File: src/logic/bnk1_pkg.sv
// Constants for the bank-one special register block
package bnk1_pkg;

    // ****************************************************************
    // Bus decode
    // ****************************************************************
    localparam int          ADDR_IDX_LSB   = 2;
    localparam int          ADDR_IDX_MSB   = 9;
    localparam logic [1:0]  HTRANS_NONSEQ  = 2'h2;
    localparam logic [1:0]  HTRANS_SEQ     = 2'h3;
    localparam logic [2:0]  HSIZE_WORD     = 3'h2;
    localparam logic        HRESP_OKAY     = 1'b0;
    localparam logic [23:0] RDATA_PAD      = 24'h00_0000;
    localparam logic [7:0]  IDX_NONE       = 8'h00;
    localparam logic [7:0]  BYTE_ZERO      = 8'h00;

    // ****************************************************************
    // Register indexes (byte address is four times the index)
    // ****************************************************************
    localparam logic [7:0]  IDX_INDIRECT_ACCESS_PORT = 8'h80;
    localparam int          NREG                     = 17;
    localparam int          SLOT_W                   = 5;

    // Storage slots, in index order
    localparam int SLOT_OPTION    = 0;
    localparam int SLOT_PC_LOW    = 1;
    localparam int SLOT_STATUS    = 2;
    localparam int SLOT_IND_PTR   = 3;
    localparam int SLOT_DIR_A     = 4;
    localparam int SLOT_DIR_B     = 5;
    localparam int SLOT_DIR_C     = 6;
    localparam int SLOT_DIR_D     = 7;
    localparam int SLOT_DIR_E     = 8;
    localparam int SLOT_PC_HIGH   = 9;
    localparam int SLOT_IRQ_CTRL  = 10;
    localparam int SLOT_PERIPH_IE = 11;
    localparam int SLOT_POWER     = 12;
    localparam int SLOT_T2_PERIOD = 13;
    localparam int SLOT_SER_ADDR  = 14;
    localparam int SLOT_SER_STAT  = 15;
    localparam int SLOT_ADC       = 16;

    localparam logic [7:0] REG_IDX [NREG] = '{
        8'h81, 8'h82, 8'h83, 8'h84, 8'h85, 8'h86, 8'h87, 8'h88, 8'h89,
        8'h8a, 8'h8b, 8'h8c, 8'h8e, 8'h92, 8'h93, 8'h94, 8'h9f};
    // Implemented bits; all others read as zero, except the serial status flags at 94
    localparam logic [7:0] REG_IMPL [NREG] = '{
        8'hff, 8'hff, 8'hff, 8'hff, 8'h3f, 8'hff, 8'h3f, 8'hff, 8'hff,
        8'h1f, 8'hff, 8'hcf, 8'h02, 8'hff, 8'hff, 8'hc0, 8'h07};
    // Bits software may write
    localparam logic [7:0] REG_WRITE [NREG] = '{
        8'hff, 8'hff, 8'he7, 8'hff, 8'h3f, 8'hff, 8'h3f, 8'hff, 8'hff,
        8'h1f, 8'hff, 8'hcf, 8'h02, 8'hff, 8'hff, 8'hc0, 8'h07};
    // Power-on values; unknown bits come up zero
    localparam logic [7:0] REG_POR [NREG] = '{
        8'hff, 8'h00, 8'h18, 8'h00, 8'h3f, 8'hff, 8'h3f, 8'hff, 8'hff,
        8'h00, 8'h00, 8'h00, 8'h00, 8'hff, 8'h00, 8'h00, 8'h00};
    // Values on every other reset
    localparam logic [7:0] REG_WARM [NREG] = '{
        8'hff, 8'h00, 8'h00, 8'h00, 8'h3f, 8'hff, 8'h3f, 8'hff, 8'hff,
        8'h00, 8'h00, 8'h00, 8'h00, 8'hff, 8'h00, 8'h00, 8'h00};
    // Bits kept through the other resets
    localparam logic [7:0] REG_KEEP [NREG] = '{
        8'h00, 8'h00, 8'h07, 8'hff, 8'h00, 8'h00, 8'h00, 8'h00, 8'h00,
        8'h00, 8'h01, 8'h00, 8'h02, 8'h00, 8'h00, 8'h00, 8'h00};

    // ****************************************************************
    // Field layouts
    // ****************************************************************
    localparam logic [7:0] STATUS_COND_MASK = 8'h18;
    localparam int         STATUS_TO_BIT    = 4;
    localparam int         STATUS_PD_BIT    = 3;
    localparam logic [7:0] IRQ_CTRL_HWSET   = 8'h07;
    localparam logic [2:0] IRQ_SET_NONE     = 3'h0;
    localparam logic [7:0] SSP_FLAG_MASK    = 8'h3f;
    localparam int         ADC_IRQ_ENABLE_BIT = 6;

endpackage

File: src/logic/bnk1_reg_cell.sv
// One byte register with power-on, other-reset and hardware-set behaviour
`timescale 1ns/1ps
`default_nettype none
module bnk1_reg_cell import bnk1_pkg::*; #(
    parameter logic [7:0] IMPL  = 8'hff,
    parameter logic [7:0] WMASK = 8'hff,
    parameter logic [7:0] POR   = 8'h00,
    parameter logic [7:0] WARM  = 8'h00,
    parameter logic [7:0] KEEP  = 8'h00,
    parameter logic [7:0] COND  = 8'h00,
    parameter logic [7:0] HWSET = 8'h00
) (
    // Clock and resets
    input  wire logic       hclk,
    input  wire logic       hresetn,
    input  wire logic       ce,
    input  wire logic       warm_reset,
    // Access
    input  wire logic       wr_en,
    input  wire logic [7:0] wr_data,
    input  wire logic [7:0] cond_val,
    input  wire logic [7:0] hw_set,
    output logic      [7:0] q
);

    logic [7:0] q_r;
    logic [7:0] q_nxt;

    always_comb begin
        q_nxt = q_r;
        if (warm_reset) begin
            q_nxt = ((WARM & ~KEEP & ~COND) | (q_r & KEEP)
                    | (cond_val & COND)) & IMPL;
        end else begin
            if (wr_en) begin
                q_nxt = (q_r & ~WMASK) | (wr_data & WMASK & IMPL);
            end
            // Hardware set after the write so a set is never lost to a write; an other reset drops it
            q_nxt = q_nxt | (hw_set & HWSET & IMPL);
        end
    end

    always_ff @(posedge hclk or negedge hresetn) begin
        if (!hresetn) begin
            q_r <= POR & IMPL;
        end else if (ce) begin
            q_r <= q_nxt;
        end
    end

    assign q = q_r;

endmodule
`default_nettype wire

File: src/logic/bnk1_ahb_slave.sv
// AHB-Lite slave front end for the byte register bank
`timescale 1ns/1ps
`default_nettype none
module bnk1_ahb_slave import bnk1_pkg::*; (
    // Clock and reset
    input  wire logic        hclk,
    input  wire logic        hresetn,
    input  wire logic        ce,
    // AHB-Lite
    input  wire logic        hsel,
    input  wire logic [31:0] haddr,
    input  wire logic [1:0]  htrans,
    input  wire logic        hwrite,
    input  wire logic [2:0]  hsize,
    input  wire logic        hready,
    input  wire logic [31:0] hwdata,
    output logic             hreadyout,
    output logic             hresp,
    output logic      [31:0] hrdata,
    // Register side
    output logic             wr_en,
    output logic      [7:0]  acc_idx,
    output logic      [7:0]  wr_data,
    input  wire logic [7:0]  rd_data
);

    typedef enum logic [1:0] {SL_IDLE, SL_WRITE, SL_READ, SL_RDONE}
        bnk1_slv_e;

    bnk1_slv_e   st_r;
    bnk1_slv_e   st_nxt;
    logic [7:0]  idx_r;
    logic [7:0]  idx_nxt;
    logic [31:0] rdata_r;
    logic [31:0] rdata_nxt;
    logic        take;
    logic        hit;

    assign take = hsel && hready
               && (htrans == HTRANS_NONSEQ || htrans == HTRANS_SEQ);
    // Only aligned whole words inside the index range reach a register
    assign hit = (haddr[31:ADDR_IDX_MSB+1] == '0)
              && (haddr[ADDR_IDX_LSB-1:0] == '0) && (hsize == HSIZE_WORD);

    always_comb begin
        st_nxt    = st_r;
        idx_nxt   = idx_r;
        rdata_nxt = rdata_r;
        case (st_r)
            SL_READ: begin
                rdata_nxt = {RDATA_PAD, rd_data};
                st_nxt    = SL_RDONE;
            end
            default: begin
                st_nxt = SL_IDLE;
                if (take) begin
                    st_nxt  = hwrite ? SL_WRITE : SL_READ;
                    idx_nxt = hit ? haddr[ADDR_IDX_MSB:ADDR_IDX_LSB]
                                  : IDX_NONE;
                end
            end
        endcase
    end

    always_ff @(posedge hclk or negedge hresetn) begin
        if (!hresetn) begin
            st_r    <= SL_IDLE;
            idx_r   <= IDX_NONE;
            rdata_r <= '0;
        end else if (ce) begin
            st_r    <= st_nxt;
            idx_r   <= idx_nxt;
            rdata_r <= rdata_nxt;
        end
    end

    // Frozen clock enable stalls the bus rather than dropping a transfer
    assign hreadyout = ce && (st_r != SL_READ);
    assign hresp     = HRESP_OKAY;
    assign hrdata    = rdata_r;
    assign wr_en     = ce && (st_r == SL_WRITE);
    assign acc_idx   = idx_r;
    assign wr_data   = hwdata[7:0];

endmodule
`default_nettype wire

File: src/logic/bnk1_special_regs.sv
// Bank-one special function register decode and storage
`timescale 1ns/1ps
`default_nettype none
module bnk1_special_regs import bnk1_pkg::*; #(
    parameter logic HAS_ADC = 1'b1
) (
    // Clock, clock enable, resets
    input  wire logic        hclk,
    input  wire logic        hresetn,
    input  wire logic        ce,
    input  wire logic        warm_reset,
    // AHB-Lite
    input  wire logic        hsel,
    input  wire logic [31:0] haddr,
    input  wire logic [1:0]  htrans,
    input  wire logic        hwrite,
    input  wire logic [2:0]  hsize,
    input  wire logic        hready,
    input  wire logic [31:0] hwdata,
    output logic             hreadyout,
    output logic             hresp,
    output logic      [31:0] hrdata,
    // Reset cause and hardware flags from the core
    input  wire logic        wake_cause_timeout,
    input  wire logic        wake_cause_powerdown,
    input  wire logic [2:0]  irq_flag_set,
    input  wire logic [5:0]  serial_status_flags,
    // Register contents to the core
    output logic      [7:0]  timer0_pullup_option,
    output logic      [7:0]  program_counter_low,
    output logic      [7:0]  cpu_status_flags,
    output logic      [7:0]  indirect_pointer,
    output logic      [7:0]  port_a_direction,
    output logic      [7:0]  port_b_direction,
    output logic      [7:0]  port_c_direction,
    output logic      [7:0]  port_d_direction,
    output logic      [7:0]  port_e_direction,
    output logic      [7:0]  pc_high_latch,
    output logic      [7:0]  interrupt_control,
    output logic      [7:0]  peripheral_irq_enable,
    output logic      [7:0]  power_control,
    output logic      [7:0]  timer2_period,
    output logic      [7:0]  serial_slave_address,
    output logic      [7:0]  serial_port_status,
    output logic      [7:0]  adc_port_config
);

    // ****************************************************************
    // Decode
    // ****************************************************************

    // Slot of an index, or NREG when nothing is stored there
    function automatic logic [SLOT_W-1:0] find_slot(input logic [7:0] idx);
        logic [SLOT_W-1:0] s;
        s = SLOT_W'(NREG);
        for (int i = 0; i < NREG; i++) begin
            if (REG_IDX[i] == idx) begin
                s = SLOT_W'(i);
            end
        end
        return s;
    endfunction

    logic                     bus_wr_en;
    logic [7:0]               acc_idx;
    logic [7:0]               bus_wr_data;
    logic [7:0]               rd_byte;
    logic [SLOT_W-1:0]        acc_slot;
    logic                     acc_mapped;
    logic [NREG-1:0][7:0]     q_all;
    logic [NREG-1:0][7:0]     impl_eff;
    logic [7:0]               status_cond;
    logic [7:0]               interrupt_control_set;

    bnk1_ahb_slave u_slave (
        .hclk      (hclk),
        .hresetn   (hresetn),
        .ce        (ce),
        .hsel      (hsel),
        .haddr     (haddr),
        .htrans    (htrans),
        .hwrite    (hwrite),
        .hsize     (hsize),
        .hready    (hready),
        .hwdata    (hwdata),
        .hreadyout (hreadyout),
        .hresp     (hresp),
        .hrdata    (hrdata),
        .wr_en     (bus_wr_en),
        .acc_idx   (acc_idx),
        .wr_data   (bus_wr_data),
        .rd_data   (rd_byte)
    );

    assign acc_slot   = find_slot(acc_idx);
    assign acc_mapped = (acc_slot != SLOT_W'(NREG));

    // ****************************************************************
    // Storage
    // ****************************************************************

    always_comb begin
        status_cond                = BYTE_ZERO;
        status_cond[STATUS_TO_BIT] = wake_cause_timeout;
        status_cond[STATUS_PD_BIT] = wake_cause_powerdown;
        interrupt_control_set                 = {5'h00, irq_flag_set};
    end

    for (genvar g = 0; g < NREG; g++) begin : g_reg
        // Converter-less part has no storage behind its port config
        localparam logic [7:0] IMPL_G =
            (g == SLOT_ADC && !HAS_ADC) ? BYTE_ZERO : REG_IMPL[g];
        localparam logic [7:0] COND_G =
            (g == SLOT_STATUS) ? STATUS_COND_MASK : BYTE_ZERO;
        localparam logic [7:0] HWSET_G =
            (g == SLOT_IRQ_CTRL) ? IRQ_CTRL_HWSET : BYTE_ZERO;
        logic wr_g;

        // Write reaches a slot only on an exact index match
        assign wr_g = bus_wr_en && (acc_slot == SLOT_W'(g));
        assign impl_eff[g] = IMPL_G;

        bnk1_reg_cell #(
            .IMPL  (IMPL_G),
            .WMASK (REG_WRITE[g]),
            .POR   (REG_POR[g]),
            .WARM  (REG_WARM[g]),
            .KEEP  (REG_KEEP[g]),
            .COND  (COND_G),
            .HWSET (HWSET_G)
        ) u_cell (
            .hclk       (hclk),
            .hresetn    (hresetn),
            .ce         (ce),
            .warm_reset (warm_reset),
            .wr_en      (wr_g),
            .wr_data    (bus_wr_data),
            .cond_val   (status_cond),
            .hw_set     (interrupt_control_set),
            .q          (q_all[g])
        );
    end

    // ****************************************************************
    // Read path
    // ****************************************************************

    always_comb begin
        rd_byte = BYTE_ZERO;
        if (acc_mapped) begin
            rd_byte = q_all[acc_slot] & impl_eff[acc_slot];
            if (acc_slot == SLOT_W'(SLOT_SER_STAT)) begin
                rd_byte = rd_byte
                        | ({2'b00, serial_status_flags} & SSP_FLAG_MASK);
            end
        end
        // Indirect port is decode only; the core resolves the target
        if (acc_idx == IDX_INDIRECT_ACCESS_PORT) begin
            rd_byte = BYTE_ZERO;
        end
    end

    // ****************************************************************
    // Outputs to the core
    // ****************************************************************

    assign timer0_pullup_option  = q_all[SLOT_OPTION];
    assign program_counter_low   = q_all[SLOT_PC_LOW];
    assign cpu_status_flags      = q_all[SLOT_STATUS];
    assign indirect_pointer      = q_all[SLOT_IND_PTR];
    assign port_a_direction      = q_all[SLOT_DIR_A];
    assign port_b_direction      = q_all[SLOT_DIR_B];
    assign port_c_direction      = q_all[SLOT_DIR_C];
    assign port_d_direction      = q_all[SLOT_DIR_D];
    assign port_e_direction      = q_all[SLOT_DIR_E];
    assign pc_high_latch         = q_all[SLOT_PC_HIGH];
    assign interrupt_control     = q_all[SLOT_IRQ_CTRL];
    // Software must keep the converter enable clear on the smaller part
    assign peripheral_irq_enable = q_all[SLOT_PERIPH_IE];
    assign power_control         = q_all[SLOT_POWER];
    assign timer2_period         = q_all[SLOT_T2_PERIOD];
    assign serial_slave_address  = q_all[SLOT_SER_ADDR];
    assign serial_port_status    = q_all[SLOT_SER_STAT]
                                 | ({2'b00, serial_status_flags}
                                    & SSP_FLAG_MASK);
    assign adc_port_config       = q_all[SLOT_ADC];

    logic any_unimpl;
    always_comb begin
        any_unimpl = 1'b0;
        for (int i = 0; i < NREG; i++) begin
            any_unimpl = any_unimpl | (|(q_all[i] & ~impl_eff[i]));
        end
    end
endmodule
`default_nettype wire

File: config.mk
export PLATFORM = sky130hd
export DESIGN_NAME = bnk1_special_regs
export DESIGN_NICKNAME = d
export VERILOG_FILES = /design/src/logic/bnk1_pkg.sv /design/src/logic/bnk1_reg_cell.sv /design/src/logic/bnk1_ahb_slave.sv /design/src/logic/bnk1_special_regs.sv
export SDC_FILE = /design/constraint.sdc
export NUM_CORES = 1
export LEC_CHECK = 0
export ABC_CLOCK_PERIOD_IN_PS = 3900
export BUFFER_PORTS_ARGS = -buffer_cell sky130_fd_sc_hd__buf_2
export CAP_MARGIN = 10
export CORE_AREA = 2 2 135 137
export CTS_BUF_LIST = sky130_fd_sc_hd__clkbuf_8 sky130_fd_sc_hd__clkbuf_16
export CTS_CLUSTER_SIZE = 10
export DETAILED_ROUTE_END_ITERATION = 10
export DIE_AREA = 0 0 137 139
export GPL_ROUTABILITY_DRIVEN = 0
export HOLD_SLACK_MARGIN = 0.1
export PLACE_DENSITY = 0.72
export SYNTH_ARGS = -nofsm -noshare
export SYNTH_HDL_FRONTEND = slang
export SYNTH_SLANG_ARGS = --single-unit
export TNS_END_PERCENT = 50
File: constraint.sdc
create_clock -name hclk -period 3.9 [get_ports hclk]
set_input_delay 0.195 -clock hclk [delete_from_list [all_inputs] [get_ports hclk]]
set_output_delay 0.195 -clock hclk [all_outputs]
set_load 0.05 [all_outputs]
==> results.tsv, run 1 <==
metric	value	unit
fmax	295	MHz
drive_gt1_frac	0.383	
finalNonFillerCells	1234	
synth_cell_types	76	
yosysWarnings	0	
slew_headroom	0.271	
end_kind	flop	
total_leakage_power	0.00423	uW
worstPathArrival	3730	ps
cts_root_buf	clkbuf_16	
final_antenna_net_count	0	
tritoncts	done	
cap_viol_max_count	0	
synth_xor_area_frac	0.00336	
max_stage_delay	520	ps
tightest_slew	1090	ps
post_drt_wl_per_cell	22.0	um
drc_errors	0	
fin_worst_hold_slack	118	ps
cts_buffer_depth	2	
cp.required	4250	ps
setup_tns	0	ps
busiest_layer	met2	
skew	10.6	ps
setup_violations	0	
num_io_pins	257	
routed_via_density	6.03	
cts.clk_slew.worst_paths	60	ps
synth-seq-area-share	0.415	
p_total	4670	uW
grt_pass1_wl	40.9	mm
syn_area_per_cell	9.78	um2
insertion_delay	430	ps
synthMuxAreaShare	0.131	
grt_max_degree	84	
dieArea	19000	um2
crit_chain	maj3_2 > o22a_4 > nor2_4 > nand2_2 > inv_2 > ha_1 > nand2_1 > nor2_2 > mux2_2 > o22a_1	
fin_nets	1085	
die_y	139	um
drt_wl_total	27.1	mm
maxSlewViolCount	0	
met3_usage	0.0614	
num_antenna_cells	0	
grtUsageTotal	0.282	
antenna_found_initial	0	
rsz0062_at_grt	no	
synthSimpleGateAreaFrac	0.115	
worstPathMaxFanout	12	
finalHoldViolCount	0	
syn_inst	799	
regArea	3250	um2
design.core.area	17700	um2
n_fill_cell	1612	
synth_edf_count	0	
critPathKind	flop to flop	
startpoint_type	flop	
vias	7439	
synthArstFlopShare	1.00	
initialDrtViolationCount	766	
grt.met1_usage	0.370	
synth_ff_type	dfrtp_1	
use_met2	0.441	
std_cell_rows	49	
grt_pass1_vias	7221	
ir_drop	0.312	mV
grt_overflow	0	
synth_compound_area_frac	0.223	
synthAdderAreaFrac	0.0110	
ys_ff_latch	127	
syn_to_final_growth	22.9	%
finalCriticalPeriod	3390	ps
synth_top_family_by_area	compound AO/OA/AOI/OAI gates	
p_per_area	485	nW/um2
clkSinkCount	127	
synth_area	7820	um2
multiInputGateArea	3950	um2
crit_slowest_cell	dfrtp_1	
io_buffers	185	
finalCritPeriodShare	0.868	
status	completed	
hpwl	19.7	mm
htree_levels	4	
cts_buffers	17	
initial_core_util	0.443	
drt_pass1_iterations	6	
min_path_type	primary input to flop	
placed_cells	1186	
fp.dieW	137	um
[repair_timing]
| action | in CTS | in global routing |
|---|---|---|
| hold endpoints to repair | 47 | 0 |
| hold buffers | 16 | 0 |
| setup buffers | 0 | 0 |
| resized for setup | 0 | 0 |
[layout make-up]
type,instances,area share
well taps,229,0.0298
clock inverters,9,0.0105
multi-input cells,567,0.411
repair buffers,231,0.137
flip-flops and latches,127,0.338
clock buffers,23,0.0552
inverters,48,0.0187
[power by group]
| part | total (uW) | leakage (uW) | switching, uW | internal (uW) |
|---|---|---|---|---|
| logic | 1290 | 0.00235 | 942 | 346 |
| clock network | 1670 | 0.000319 | 586 | 1080 |
| registers | 1710 | 0.00155 | 180 | 1530 |
| total | 4670 | 0.00423 | 1710 | 2960 |
[sequential cells by signal, summed over array words and instances (netlist names)]
name / count
u_slave.st_r: 2
u_slave.acc_idx: 8
g.u_cell.q: 109
u_slave.hrdata: 8
[Yosys cell counts (3+ instances only)]
| library cell | number | share of area |
|---|---|---|
| a211oi_1 | 4 | 0.0038 |
| a21o_1 | 5 | 0.0048 |
| a21oi_1 | 30 | 0.019 |
| a221o_1 | 3 | 0.0038 |
| a221oi_1 | 10 | 0.011 |
| a22o_1 | 10 | 0.011 |
| a22oi_1 | 10 | 0.0096 |
| a31oi_1 | 4 | 0.0032 |
| a32oi_1 | 3 | 0.0034 |
| and2_1 | 3 | 0.0024 |
| and3_1 | 5 | 0.0040 |
| buf_2 | 9 | 0.0058 |
| buf_4 | 53 | 0.051 |
| clkbuf_1 | 37 | 0.018 |
| dfrtp_1 | 73 | 0.23 |
| dfstp_2 | 54 | 0.18 |
| ha_1 | 6 | 0.0096 |
| inv_1 | 46 | 0.022 |
| mux2_2 | 59 | 0.085 |
| mux2i_1 | 36 | 0.046 |
| nand2_1 | 46 | 0.022 |
| nand2b_1 | 8 | 0.0064 |
| nand3_1 | 17 | 0.011 |
| nand4_1 | 7 | 0.0056 |
| nor2_1 | 41 | 0.020 |
| nor2_2 | 6 | 0.0048 |
| nor2_4 | 3 | 0.0043 |
| nor3_1 | 16 | 0.010 |
| nor4_1 | 6 | 0.0048 |
| o211ai_1 | 4 | 0.0038 |
| o21a_1 | 3 | 0.0029 |
| o21ai_0 | 27 | 0.017 |
| o221ai_1 | 5 | 0.0056 |
| o22a_1 | 46 | 0.052 |
| o22ai_1 | 41 | 0.033 |
| o31ai_1 | 5 | 0.0048 |
| or2_2 | 3 | 0.0024 |
| or3_1 | 3 | 0.0024 |
[kinds of logic after synthesis]
group / Yosys count
compound gates: 237
xor+xnor: 3
fa+ha+maj: 7
buf+inv: 150
flops: 127
mux: 95
other cells: 1
simple gates: 179
[path summary, 6_finish.rpt]
path                                                       start                                end  slack (ps)  cells past startpoint
worst min register to register  g_reg[2].u_cell.q[3]$_DFFE_PN1P_   g_reg[2].u_cell.q[3]$_DFFE_PN1P_         480                      2
min in group asynchronous                                hresetn  g_reg[14].u_cell.q[5]$_DFFE_PN0P_         500                      2
worst max register to register    u_slave.acc_idx[4]$_DFFE_PN0P_   g_reg[8].u_cell.q[7]$_DFFE_PN1P_         510                     10
worst min-delay path                             irq_flag_set[2]  g_reg[10].u_cell.q[2]$_DFFE_PN0P_         120                      3
worst max-delay path              u_slave.acc_idx[4]$_DFFE_PN0P_   g_reg[8].u_cell.q[7]$_DFFE_PN1P_         510                     10
max in group asynchronous                                hresetn  g_reg[15].u_cell.q[6]$_DFFE_PN0P_        2430                      3
[metal layers]
| layer | vias to the layer above | part of all wire |
|---|---|---|
| li1 | 3268 | - |
| met1 | 3571 | 0.38 |
| met2 | 506 | 0.47 |
| met3 | 94 | 0.10 |
| met4 | 0 | 0.047 |
| met5 | - | 0 |
[cells in the final DEF (no fill, tap or decap), types with 6 or more instances in the layout]
master | netlist | final
nor2_2 | 6 | 6
dfstp_2 | 54 | 54
inv_1 | 46 | 48
nor3_1 | 16 | 16
clkbuf_16 | 0 | 19
o22ai_1 | 41 | 41
nand4_1 | 7 | 7
nor2_1 | 41 | 41
o22a_1 | 46 | 46
a221oi_1 | 10 | 10
buf_4 | 53 | 31
mux2_2 | 59 | 59
a22oi_1 | 10 | 10
a22o_1 | 10 | 10
dfrtp_1 | 73 | 73
nand2b_1 | 8 | 8
a21oi_1 | 30 | 30
mux2i_1 | 36 | 36
nand2_1 | 46 | 46
o21ai_0 | 27 | 27
nand3_1 | 17 | 17
buf_2 | 9 | 184
dlygate4sd3_1 | 0 | 16
conb_1 | 1 | 46
ha_1 | 6 | 6
nor4_1 | 6 | 6
[worst max-delay path, delay by kind of cell, from the launching register on]
kind            cells  cell delay (ps)
compound gates      2              450
fa+ha+maj           2              720
buf+inv             1              200
flops               1              520
mux                 1              400
simple gates        4             1040
[per-stage QoR]
step                setup slack (ps)  cell area [um2]   util
finish                           515             9610  0.544
global route                     436             9610  0.544
CTS                              599             9610  0.544
detailed placement               623             8820  0.499
global placement                 674             8820  0.499
floorplan                        890             7990      -
(Power assumes the default switching activity.)
==> run 2: changes to the inputs <==
--- a/config.mk
+++ b/config.mk
@@ -5,7 +5,7 @@
 export SDC_FILE = /design/constraint.sdc
 export NUM_CORES = 1
 export LEC_CHECK = 0
-export ABC_CLOCK_PERIOD_IN_PS = 3900
+export ABC_CLOCK_PERIOD_IN_PS = 3700
 export BUFFER_PORTS_ARGS = -buffer_cell sky130_fd_sc_hd__buf_2
 export CAP_MARGIN = 10
 export CORE_AREA = 2 2 135 137
==> constraint.sdc (replaced) <==
create_clock -name hclk -period 3.7 [get_ports hclk]
set_input_delay 0.185 -clock hclk [delete_from_list [all_inputs] [get_ports hclk]]
set_output_delay 0.185 -clock hclk [all_outputs]
set_load 0.05 [all_outputs]
==> results.tsv, run 2 (synthesis gave the netlist of run 1 again) <==
metric	value	unit
reg2reg_from	u_slave.acc_idx[4]$_DFFE_PN0P_	
placed_cells	1187	
cp.required	4060	ps
cts_buffers	17	
critPathLaunch	u_slave.acc_idx[4]$_DFFE_PN0P_	
ctsResizeCount	0	
insertion_delay	430	ps
setup_tns	0	ps
min_path_type	primary input to flop	
rsz0062_at_grt	no	
clkSinkCount	127	
crit_slowest_cell	dfrtp_1	
dieArea	19000	um2
finalHoldViolCount	0	
tightest_slew	892	ps
cts_root_buf	clkbuf_16	
cap_viol_max_count	0	
p_per_area	516	nW/um2
ir_drop	0.417	mV
setup_violations	0	
fp.dieW	137	um
largest_register_ffs	109	
r2r_cells	10	
grt_max_degree	72	
critPathKind	flop to flop	
std_cell_rows	49	
num_io_pins	257	
max_stage_delay	470	ps
drt_wl_total	26.6	mm
initialDrtViolationCount	785	
whs_path_depth	3	
skew	6.18	ps
maxSlewViolCount	0	
syn_to_final_growth	23.5	%
status	completed	
finalCriticalPeriod	3230	ps
grt_overflow	0	
worstPathArrival	3590	ps
initial_core_util	0.443	
layout_common_cells	184 x buf_2, 73 x dfrtp_1, 59 x mux2_2	
drive_gt1_frac	0.386	
total_leakage_power	0.00424	uW
cts.clk_slew.worst_paths	60	ps
startpoint_type	flop	
routed_via_density	5.97	
io_buffers	185	
die_y	139	um
post_drt_wl_per_cell	21.6	um
end_kind	flop	
fin_nets	1085	
num_antenna_cells	0	
hpwl	19.4	mm
vias	7371	
final_antenna_net_count	0	
hp-start	irq_flag_set[2]	
cts_buffer_depth	2	
finalNonFillerCells	1234	
fmax	310	MHz
grt_pass1_wl	40.5	mm
htree_levels	4	
design.core.area	17700	um2
final_common_cell	buf_2	
grtUsageTotal	0.283	
tritoncts	done	
worstPathMaxFanout	10	
drt_pass1_iterations	6	
utilization	0.547	
drc_errors	0	
slew_headroom	0.401	
crit_chain	maj3_2 > o22a_4 > nor2_4 > nand2_2 > inv_2 > ha_1 > nand2_1 > nor2_2 > mux2_2 > o22a_1	
grt_pass1_vias	7051	
finalCritPeriodShare	0.873	
antenna_found_initial	0	
==> run 2: cell count changes in the layout (fill, tap and decap cells not counted) <==
| cell | before | now |
|---|---|---|
| dlygate4sd3_1 | 16 | 15 |
| clkinv_2 | 1 | 4 |
| buf_4 | 31 | 30 |
| inv_4 | 2 | 0 |
| clkbuf_8 | 4 | 5 |
| buf_12 | 0 | 2 |
| bufinv_16 | 2 | 4 |
| clkbuf_16 | 19 | 17 |
| inv_1 | 48 | 46 |
==> run 2: worst max-delay path: cells and delay by family (launching register included) <==
family	cells	cell delay [ps]
flip-flops	1	470
buffers and inverters	1	190
adder cells (fa/ha/maj)	2	680
multiplexers	1	390
AO/OA/AOI/OAI	2	450
AND/OR/NAND/NOR	4	960
==> run 2: layer usage <==
| layer | vias up | GRT usage | routed length, um |
|---|---|---|---|
| met5 | - | 0 | 0 |
| met4 | 0 | 0.150 | 1470 |
| met3 | 110 | 0.0665 | 2620 |
| met2 | 490 | 0.433 | 12100 |
| met1 | 3511 | 0.368 | 10400 |
| li1 | 3260 | - | - |
==> run 2: metrics by stage <==
step	worst slack, ps	area [um2]	hold slack [ps]	power, uW
final	471	9650	104	4980
after global routing	353	9650	119	5160
after CTS	531	9650	113	5000
after detailed placement	539	8850	294	3160
after global placement	552	8850	296	3140
after floorplan	690	7990	-111	2830
==> run 2: worst paths after layout <==
check / to / slack [ps]
setup / recovery: g_reg[8].u_cell.q[6]$_DFFE_PN1P_ / 470
hold / removal: g_reg[10].u_cell.q[2]$_DFFE_PN0P_ / 100
setup reg to reg: g_reg[8].u_cell.q[6]$_DFFE_PN1P_ / 470
hold reg to reg: g_reg[2].u_cell.q[3]$_DFFE_PN1P_ / 480
max in group asynchronous: g_reg[13].u_cell.q[7]$_DFFE_PN1P_ / 2490
min in group asynchronous: g_reg[3].u_cell.q[4]$_DFFE_PN0P_ / 380
==> run 2: what timing repair did <==
item,in CTS,in global routing
buffers inserted,0,0
endpoints found under the hold margin,35,0
hold buffers,15,0
==> run 2: report_power, final <==
part / total [uW] / internal (uW) / switching, uW / leakage [uW]
logic: 1360 / 367 / 995 / 0.00236
registers: 1800 / 1610 / 183 / 0.00155
clock network: 1830 / 1210 / 613 / 0.000322
total: 4980 / 3190 / 1790 / 0.00424
==> run 2: final cells by class <==
| cell class | count | area [um2] |
|---|---|---|
| fill | 1568 | 8010 |
| multi-input combinational | 567 | 3950 |
| sequential | 127 | 3250 |
| timing repair buffer | 231 | 1340 |
| clock buffer | 22 | 494 |
| tap | 229 | 287 |
| inverter | 48 | 180 |
| clock inverter | 10 | 156 |
